### config.mk
export PLATFORM = sky130hd
export DESIGN_NAME = gpb_bank
export DESIGN_NICKNAME = d
export VERILOG_FILES = /design/src/gpb_port.v /design/src/gpb_bank.v
export VERILOG_INCLUDE_DIRS = /design/src /design/src/src
export SDC_FILE = /design/constraint.sdc
export NUM_CORES = 1
export LEC_CHECK = 0
export BUFFER_PORTS_ARGS = -buffer_cell sky130_fd_sc_hd__buf_2
export CAP_MARGIN = 20
export CORE_MARGIN = 4
export CORE_UTILIZATION = 56
export DETAILED_ROUTE_END_ITERATION = 6
export PLACE_DENSITY = 0.85
export SLEW_MARGIN = 20
export SYNTH_ARGS = -nofsm -noshare
export SYNTH_HDL_FRONTEND = slang
export SYNTH_HIERARCHICAL = 1
export SYNTH_SLANG_ARGS = --single-unit
### constraint.sdc
create_clock -name clk -period 6.1 [get_ports clk]
set_input_delay 1.83 -clock clk [delete_from_list [all_inputs] [get_ports clk]]
set_output_delay 1.83 -clock clk [all_outputs]
set_load 0.1 [all_outputs]
### src/gpb_defines.vh
// Constants for the general-purpose I/O port bank: register map, field
// positions, reset values and the per-package line availability masks.
// Assumes inclusion by bare name from the design files.
`ifndef GPB_DEFINES_VH
`define GPB_DEFINES_VH

`define GPB_ADDR_W        5
`define GPB_DATA_W        8
`define GPB_NUM_PORTS     9
`define GPB_NUM_LINES     72
`define GPB_NUM_GROUPS    18

// Port data registers at base + port index, direction at base + index
`define GPB_DATA_BASE     5'h00
`define GPB_DIR_BASE      5'h10
`define GPB_PULLUP_A      5'h1c
`define GPB_PULLUP_B      5'h1d
`define GPB_PULLUP_C      5'h1e
`define GPB_PORT_CTRL     5'h1f

// Port index 1 is the port steered by the latch-readback bit
`define GPB_RB_PORT       1
`define GPB_RB_SEL_BIT    0
`define GPB_PULLUP_C_W    2

`define GPB_RST_DIR       8'h00
`define GPB_RST_LATCH     8'h00
`define GPB_RST_PULLUP    8'h00
`define GPB_RST_CTRL      8'h00

// Line availability, port index 8 in the top byte (71 lines)
`define GPB_AVAIL_LARGE   72'hff_ef_ff_ff_ff_ff_ff_ff_ff
// Smaller package (55 lines)
`define GPB_AVAIL_SMALL   72'hff_0f_ff_ff_ff_0f_ff_e0_0f

`endif

### src/gpb_port.v
// One 8-line port: direction register, output latch, pin drive and
// the data-register read path. Assumes the bank decodes the bus.
`timescale 1ns/1ps
`default_nettype none
`include "gpb_defines.vh"

module gpb_port
(
  input  wire       clk,
  input  wire       srst,
  input  wire [7:0] avail,
  input  wire       dir_we,
  input  wire       data_we,
  input  wire [7:0] wdata,
  input  wire [7:0] pin_in,
  input  wire [7:0] periph_oe,
  input  wire [7:0] periph_out,
  input  wire       force_latch,
  output wire [7:0] rd_data,
  output wire [7:0] rd_dir,
  output reg  [7:0] pin_out,
  output reg  [7:0] pin_oe
);

  reg  [7:0] port_direction_reg;
  reg  [7:0] out_latch;
  reg  [7:0] next_pin_out;
  reg  [7:0] next_pin_oe;
  integer    i;

  assign rd_dir = port_direction_reg;

  // Input lines show the pin, output lines the latch
  assign rd_data = avail & (force_latch ? out_latch
    : ((port_direction_reg & out_latch) | (~port_direction_reg & pin_in)));

  always @(posedge clk)
  begin
    if (srst)
    begin
      port_direction_reg <= `GPB_RST_DIR;
      out_latch          <= `GPB_RST_LATCH;
    end
    else
    begin
      if (dir_we)
        port_direction_reg <= wdata & avail;
      // Latch is written in either direction so an output turns on clean
      if (data_we)
        out_latch <= wdata;
    end
  end

  always @*
  begin
    next_pin_out = 8'h00;
    next_pin_oe  = 8'h00;
    for (i = 0; i < 8; i = i + 1)
    begin
      if (avail[i] && periph_oe[i])
      begin
        // Peripheral output wins over the direction bit
        next_pin_oe[i]  = 1'b1;
        next_pin_out[i] = periph_out[i];
      end
      else if (avail[i] && port_direction_reg[i])
      begin
        next_pin_oe[i]  = 1'b1;
        next_pin_out[i] = out_latch[i];
      end
    end
  end

  always @(posedge clk)
  begin
    if (srst)
    begin
      pin_out <= 8'h00;
      pin_oe  <= 8'h00;
    end
    else
    begin
      pin_out <= next_pin_out;
      pin_oe  <= next_pin_oe;
    end
  end

endmodule
`default_nettype wire

### src/gpb_bank.v
// General-purpose I/O port bank: nine 8-line ports, grouped pull-ups,
// latch-readback control and the register slave.
// Assumes pins and peripheral requests are synchronous to clk.
//
// Operation
// 71 lines in the large package, 55 in the small one, each configurable.
// Every line is set input or output by its own direction bit.
// Direction bits map one-to-one onto port pins; 0 means input.
// Software keeps direction 0 on pins used as peripheral inputs.
// A peripheral output drives its pin regardless of the direction bit.
// Input lines read the live pin; writes only load the latch.
// Output lines read the latch; writes load the latch.
// Output lines drive their latch value onto the pin.
// One pull-up bit per four adjacent lines, over three registers.
// Pull-up active only when group enable is 1 and direction is 0.
// Pull-up ignores pin function; only enable and direction count.
// Readback bit set makes port 1 reads return its latch.
// Reset clears direction, pull-ups and readback: inputs without pull-up.
`timescale 1ns/1ps
`default_nettype none
`include "gpb_defines.vh"

module gpb_bank
#(
  parameter SMALL_PKG = 0
)
(
  input  wire        clk,
  input  wire        srst,
  input  wire [4:0]  reg_addr,
  input  wire [7:0]  reg_wdata,
  input  wire        reg_wr,
  input  wire        reg_rd,
  output reg  [7:0]  reg_rdata,
  input  wire [71:0] pin_in,
  input  wire [71:0] periph_oe,
  input  wire [71:0] periph_out,
  output wire [71:0] pin_out,
  output wire [71:0] pin_oe,
  output reg  [71:0] pin_pullup
);

  // Lines missing from the package never drive and read as zero
  localparam [71:0] AVAIL = (SMALL_PKG != 0) ? `GPB_AVAIL_SMALL
                                             : `GPB_AVAIL_LARGE;

  reg  [7:0]  pullup_ctrl_reg_a;
  reg  [7:0]  pullup_ctrl_reg_b;
  reg  [1:0]  pullup_ctrl_reg_c;
  reg         latch_readback_sel;
  reg  [7:0]  next_rdata;
  reg  [71:0] next_pullup;
  wire [71:0] dir_all;
  wire [71:0] rd_all;
  wire [17:0] group_en;
  integer     k;

  // Decode used by both the write and read paths
  function hit_port;
    input [4:0] addr;
    input [4:0] base;
    begin
      hit_port = (addr[4] == base[4]) && (addr[3:0] < `GPB_NUM_PORTS);
    end
  endfunction

  function [3:0] port_index;
    input [4:0] addr;
    begin
      port_index = addr[3:0];
    end
  endfunction

  genvar p;
  generate
    for (p = 0; p < `GPB_NUM_PORTS; p = p + 1)
    begin : g_port
      wire dir_we;
      wire data_we;
      wire force_latch;

      assign dir_we  = reg_wr && hit_port(reg_addr, `GPB_DIR_BASE)
                       && (port_index(reg_addr) == p);
      assign data_we = reg_wr && hit_port(reg_addr, `GPB_DATA_BASE)
                       && (port_index(reg_addr) == p);
      // Only port 1 obeys the readback bit
      assign force_latch = (p == `GPB_RB_PORT) && latch_readback_sel;

      gpb_port u_port
      (
        .clk         (clk),
        .srst        (srst),
        .avail       (AVAIL[p*8 +: 8]),
        .dir_we      (dir_we),
        .data_we     (data_we),
        .wdata       (reg_wdata),
        .pin_in      (pin_in[p*8 +: 8]),
        .periph_oe   (periph_oe[p*8 +: 8]),
        .periph_out  (periph_out[p*8 +: 8]),
        .force_latch (force_latch),
        .rd_data     (rd_all[p*8 +: 8]),
        .rd_dir      (dir_all[p*8 +: 8]),
        .pin_out     (pin_out[p*8 +: 8]),
        .pin_oe      (pin_oe[p*8 +: 8])
      );
    end
  endgenerate

  assign group_en = {pullup_ctrl_reg_c, pullup_ctrl_reg_b, pullup_ctrl_reg_a};

  // Control registers
  always @(posedge clk)
  begin
    if (srst)
    begin
      pullup_ctrl_reg_a  <= `GPB_RST_PULLUP;
      pullup_ctrl_reg_b  <= `GPB_RST_PULLUP;
      pullup_ctrl_reg_c  <= 2'b00;
      latch_readback_sel <= 1'b0;
    end
    else if (reg_wr)
    begin
      case (reg_addr)
        `GPB_PULLUP_A:
          pullup_ctrl_reg_a <= reg_wdata;
        `GPB_PULLUP_B:
          pullup_ctrl_reg_b <= reg_wdata;
        `GPB_PULLUP_C:
          pullup_ctrl_reg_c <= reg_wdata[`GPB_PULLUP_C_W-1:0];
        `GPB_PORT_CTRL:
          latch_readback_sel <= reg_wdata[`GPB_RB_SEL_BIT];
        default:
          latch_readback_sel <= latch_readback_sel;
      endcase
    end
  end

  // Pull-up depends only on group enable and direction, never on
  // whether a peripheral has taken the pin over
  always @*
  begin
    next_pullup = 72'h0;
    for (k = 0; k < `GPB_NUM_LINES; k = k + 1)
      next_pullup[k] = AVAIL[k] && group_en[k/4] && !dir_all[k];
  end

  always @(posedge clk)
  begin
    if (srst)
      pin_pullup <= 72'h0;
    else
      pin_pullup <= next_pullup;
  end

  // Read mux; unmapped and reserved bits answer zero
  always @*
  begin
    next_rdata = 8'h00;
    if (hit_port(reg_addr, `GPB_DATA_BASE))
      next_rdata = rd_all[port_index(reg_addr)*8 +: 8];
    else if (hit_port(reg_addr, `GPB_DIR_BASE))
      next_rdata = dir_all[port_index(reg_addr)*8 +: 8];
    else
    begin
      case (reg_addr)
        `GPB_PULLUP_A:  next_rdata = pullup_ctrl_reg_a;
        `GPB_PULLUP_B:  next_rdata = pullup_ctrl_reg_b;
        `GPB_PULLUP_C:  next_rdata = {6'h00, pullup_ctrl_reg_c};
        `GPB_PORT_CTRL: next_rdata = {7'h00, latch_readback_sel};
        default:        next_rdata = 8'h00;
      endcase
    end
  end

  // Data valid only in the cycle after the read strobe
  always @(posedge clk)
  begin
    if (srst)
      reg_rdata <= 8'h00;
    else if (reg_rd)
      reg_rdata <= next_rdata;
    else
      reg_rdata <= 8'h00;
  end

endmodule
`default_nettype wire

==> results of run 1 <==
flip-flops by register name, summed over array words and instances, names as in the netlist:
register                 count
g_port.u_port/out_latch     72
g_port.u_port/pin_oe        72
g_port.u_port/pin_out       72
g_port.u_port/rd_dir        72
pin_pullup                  71
pullup_ctrl_reg_a            8
pullup_ctrl_reg_b            8
reg_rdata                    8
pullup_ctrl_reg_c            2
g_port.force_latch           1
Yosys cell counts, types with 3 or more instances:
library cell,instances
a22oi_1,13
mux2i_1,103
inv_1,4
nor3_1,9
mux4_2,12
nor2_1,308
nand3b_1,73
o21ai_0,97
or3b_1,27
a21boi_0,15
a211oi_1,3
or3b_2,47
nand2_1,113
o31ai_1,6
a21oi_1,162
mux4_1,5
mux2_2,4
dfxtp_1,386
nand3_1,73
a32oi_1,6
buf_2,44
buf_6,11
o2bb2ai_1,6
buf_4,5
o22ai_1,7
nor2b_1,9
clkbuf_1,15
a21boi_1,63
nand2b_1,149
worst paths after layout:
check                        startpoint                            end  slack (ps)  cells after the start
hold reg to reg    pullup_ctrl_reg_b[0]           pullup_ctrl_reg_b[0]         510                      2
setup / recovery            reg_addr[2]  g_port[4].u_port/out_latch[4]        2050                      6
hold / removal     pullup_ctrl_reg_b[0]           pullup_ctrl_reg_b[0]         510                      2
setup reg to reg  g_port[1].force_latch                   reg_rdata[1]        3850                      6
power by group through the flow:
stage / Combinational, mW / Clock, mW / Sequential, mW
after floorplan: 0.231 / 0 / 2.89
after global placement: 0.671 / 0 / 2.64
after detailed placement: 0.681 / 0 / 2.64
after CTS: 0.684 / 2.61 / 2.58
after global routing: 0.739 / 2.72 / 2.58
final: 0.699 / 2.59 / 2.58
per-layer routing:
layer | up-vias | part of all wire, %
met1 | 7311 | 38
met4 | 4 | 3.9
met5 | - | 0.046
met2 | 865 | 48
met3 | 165 | 10
li1 | 7384 | -
cell type report:
cell class | instances | area [um^2]
multi-input cells | 1604 | 9055
clock inverters | 16 | 234.0
flip-flops and latches | 386 | 7727
diodes | 1 | 2.502
well taps | 384 | 480.5
inverters | 4 | 15.01
clock buffers | 55 | 1179
repair buffers | 463 | 2346
fillers | 2163 | 7586
worst max-delay path: cells and delay by family:
kind | cells | cell delay, ps
and+or+nand+nor | 4 | 1920
buffers and inverters | 1 | 360
muxes | 1 | 330
kinds of logic (layout without fill, tap and decap cells):
family / after synthesis / count (layout) / synth area share [%]
simple gates: 820 / 820 / 26.31
compound gates: 387 / 387 / 14.02
flops: 386 / 386 / 47.67
mux: 124 / 124 / 9.115
buf+inv: 81 / 538 / 2.840
other cells: 2 / 274 / 0.04633
==> impl_metrics.tcl, run 1 <==
set metrics [dict create \
    status "finished clean" \
    antenna_found_initial 2 \
    arrival_ps 4450 \
    synth.yosys.seq_area_share_pct 47.67 \
    via_count 15730 \
    final.min_clock_period_ps 4048 \
    max_freq_mhz 247.1 \
    die_height_um 178.1 \
    synthCells 1800 \
    setup_tns_ps 0 \
    pwr-share-clk_pct 44.1 \
    core_um2 28630 \
    final_cells 2913 \
    cts_resized 0 \
    io_buffers 455 \
    grt_max_degree 95 \
    gp_congestion 0.9525 \
    async_flop_share_pct 0 \
    grt_use_met1_pct 40.95 \
    synth_edf_count 0 \
    mostFrequentLayoutCells "buf_2 (453), dfxtp_1 (386), nor2_1 (308)" \
    power_mw 5.870 \
    final_common_cell "buf_2" \
    wl_per_cell_um 18.83 \
    p_int_mw 4.316 \
    fin_crit_sh_pct 66.36 \
    area_delta_synth_final_pct 29.79 \
    p_per_area_nw_per_um2 279.0 \
    hold_path.class "reg -> reg" \
    swShare_pct 26.47 \
    finalWorstSetupSlack_ps 2052 \
    grt_pass1_vias 15220 \
    hold_slack_ps 509.2 \
    worst_slew_pin_slew_ps 985.2 \
    tritoncts "yes" \
    irDropWorstVdd_mv 0.2034 \
    cts_inserted_buffers 40 \
    nNetsFinal 2732 \
    combPwrFrac_pct 11.9 \
    rows 62 \
    setup_viol 0 \
    yosys.area.top_type "dfxtp_1" \
    pre_cts_ws_ps 1680 \
    fin_util_pct 73.50 \
    cp-end-kind "flip-flop" \
    cts_buffer_depth 3 \
    cp_slowest_stage_delay_ps 740 \
    grt.total_usage_pct 32.85 \
    yosysWarnings 6 \
    drt_iter0_drc 1661 \
    grt_pass1_wl_mm 82.10 \
    die_w_um 178.1 \
    rsz0062_at_grt "false" \
    syn_avg_cell_area_um2 9.006 \
    htreeDepth 2 \
    cp_max_fo 24 \
    drv_cap 0 \
    slowest_stage "nor2_1" \
    finalMaxSlewViolations 0 \
    met3_usage_pct 6.994 \
    grt_util_met2_pct 55.60 \
    cp.required_ps 6510 \
    p_seq_share_pct 44.0 \
    final_cell_area_um2 21040 \
    path_class "in -> reg" \
    drc 0 \
    startpoint_type "input port" \
    power_switching_mw 1.554 \
    antenna_left 0 \
    die-area_um2 31730 \
    worstSkewPairLatency_ps 550 \
    place_area_um2 19620 \
    vias_per_cell 5.400 \
    p_leak_nw 9.327 \
    start_util_pct 56.63 \
    top_usage_layer "met2" \
    synth_ff_type "dfxtp_1" \
    gr-total-overflow 0 \
    synth.area.top_cells "dfxtp_1 (48%), nor2_1 (7.1%), mux2i_1 (6.4%)" \
    clkSlewWorstSetupHoldPaths_ps 70 \
    clockRootBuffer "clkbuf_16" \
    drt-pass1-iter-count 6 \
    hold_violations 0 \
    dp.cells 2841 \
    slew_headroom_pct 34.32 \
    hold_buffers 0 \
    worst_path_most_repeated_cell "nor2_1" \
    final_layout_size_suffix_gt1_share_pct 23.73 \
    totalWireLength_mm 54.86 \
    crit_chain "buf_2, nand2b_1, or3b_2, nor2_1, mux2i_1, nor2_1" \
    fin_skew_ps 22.34 \
    netlist_area_um2 16210 \
    cts.sinks 386 \
    cts_setup_buffers 0 \
    synth_top_area_share_pct 47.67 \
    dp_hpwl_mm 39.50 \
    ys_ff_latch 386 \
    synth_cell_types 48 \
    ios 457 \
]
Note: power is estimated with default switching activity, not from simulation.
==> inputs of run 2 (changes only) <==
--- a/config.mk
+++ b/config.mk
@@ -9,9 +9,9 @@
 export BUFFER_PORTS_ARGS = -buffer_cell sky130_fd_sc_hd__buf_2
 export CAP_MARGIN = 20
 export CORE_MARGIN = 4
-export CORE_UTILIZATION = 56
+export CORE_UTILIZATION = 47
 export DETAILED_ROUTE_END_ITERATION = 6
-export PLACE_DENSITY = 0.85
+export PLACE_DENSITY = 0.76
 export SLEW_MARGIN = 20
 export SYNTH_ARGS = -nofsm -noshare
 export SYNTH_HDL_FRONTEND = slang
==> constraint.sdc (replaced) <==
create_clock -name clk -period 3.5 [get_ports clk]
set_input_delay 1.05 -clock clk [delete_from_list [all_inputs] [get_ports clk]]
set_output_delay 1.05 -clock clk [all_outputs]
set_load 0.1 [all_outputs]
==> run 2 against run 1 <==
Net effect: critical path depth down 1; via count down 0.53%; sequential share of layout area down 0.46 points; global-route usage down 4.0 points; register-to-register slack worse by 2600 ps; cell area up 1.3%; clock skew down 12 ps; final cell count up 3.2%; core utilization down 10 points.
==> impl_metrics.tcl, run 2 (same netlist as run 1, synthesis figures left out) <==
set metrics [dict create \
    status "finished clean" \
    final.min_clock_period_ps 2496 \
    final_common_cell "buf_2" \
    drv_cap 0 \
    hold_slack_ps 505.5 \
    start_util_pct 47.98 \
    worstSkewPairLatency_ps 530 \
    cp-end-kind "flip-flop" \
    cts_buffer_depth 3 \
    pre_cts_ws_ps 545.2 \
    die_height_um 193.7 \
    nNetsFinal 2757 \
    core_um2 33780 \
    cts.sinks 386 \
    startpoint_type "input port" \
    path_class "in -> reg" \
    slowest_stage "nor2_1" \
    power_mw 10.22 \
    hold_buffers 0 \
    grt_pass1_wl_mm 86.55 \
    mostFrequentLayoutCells "buf_2 (453), dfxtp_1 (386), nor2_1 (308)" \
    drt-pass1-iter-count 6 \
    drc 0 \
    area_delta_synth_final_pct 31.41 \
    cp_max_fo 39 \
    rrSetupSlack_ps 1230 \
    cts_resized 0 \
    arrival_ps 2940 \
    grt_max_degree 151 \
    cp_slowest_stage_delay_ps 620 \
    hold_path.class "reg -> reg" \
    grt_pass1_vias 15230 \
    setup_tns_ps 0 \
    ios 457 \
    hold_violations 0 \
    antenna_found_initial 6 \
    dp_hpwl_mm 41.75 \
    totalWireLength_mm 57.24 \
    htreeDepth 2 \
    setup_viol 0 \
    irDropWorstVdd_mv 0.3253 \
    p_leak_nw 9.454 \
    clkSlewWorstSetupHoldPaths_ps 60 \
    antenna_left 0 \
    io_buffers 455 \
    rsz0062_at_grt "false" \
    cts_setup_buffers 0 \
    finalMaxSlewViolations 0 \
    final_layout_size_suffix_gt1_share_pct 24.02 \
    grt.total_usage_pct 28.80 \
    slew_headroom_pct 49.82 \
    drt_iter0_drc 1277 \
    cts_inserted_buffers 43 \
    via_count 15650 \
    max_freq_mhz 400.7 \
    clockRootBuffer "clkbuf_16" \
    worst_slew_pin_slew_ps 752.7 \
    fin_util_pct 63.06 \
    cp.required_ps 3950 \
    rows 67 \
    p_per_area_nw_per_um2 480.0 \
    tritoncts "yes" \
    die_w_um 193.7 \
    fin_skew_ps 10.50 \
    fin_crit_sh_pct 71.31 \
    crit_chain "buf_4, nand2b_1, nor2_1, nand2_1, a21oi_1" \
    gp_congestion 0.9113 \
    die-area_um2 37530 \
    wl_per_cell_um 19.04 \
    finalWorstSetupSlack_ps 1004 \
    vias_per_cell 5.205 \
    gr-total-overflow 0 \
]
-- run 2: cell count changes in the layout (fill, tap and decap cells not counted), sizes merged --
cell	before	now
inv	6	4
diode	1	6
clkinvlp	4	1
buf	463	485
bufinv	5	2
clkinv	5	1
clkbuf	55	69
-- run 2: critical path, delay by kind of cell --
family	cells	cell delay [ps]
buf+inv	1	470
simple gates	3	1240
compound gates	1	140
-- run 2: power breakdown --
part	internal (mW)	switching (mW)
registers	4.47	0.0327
logic	0.331	0.903
clock network	2.74	1.75
-- run 2: through the flow --
| stage | cells | cell area [um^2] |
|---|---|---|
| 4_1_cts | 3000 | 21290 |
| 3_5_place_dp | 2927 | 19880 |
| 2_1_floorplan | 2071 | 17230 |
| 5_1_grt | 3005 | 21300 |
| 6_report | 3006 | 21300 |
| 3_3_place_gp | 2927 | 19880 |
-- run 2: worst paths after layout --
kind,start,end,cells after the start
max,reg_addr[0],pullup_ctrl_reg_b[6],5
min reg2reg,pullup_ctrl_reg_b[5],pullup_ctrl_reg_b[5],2
min,pullup_ctrl_reg_b[5],pullup_ctrl_reg_b[5],2
max reg2reg,g_port[1].force_latch,reg_rdata[1],6
-- run 2: metal layers --
metal	up-vias	part of all wire [%]	track usage [%]
met5	-	0.023	0
met2	717	47	48.74
li1	7450	-	-
met3	131	8.8	6.151
met4	2	3.6	10.83
met1	7345	40	36.27
-- run 2: area by class of cell --
type | count | area [um^2]
Tap cell | 448 | 560.5
Multi-Input combinational cell | 1604 | 9040
Inverter | 4 | 15.01
Sequential cell | 386 | 7727
Fill cell | 2905 | 12480
Clock inverter | 4 | 72.57
Timing Repair Buffer | 485 | 2536
Antenna cell | 6 | 15.01
Clock buffer | 69 | 1336
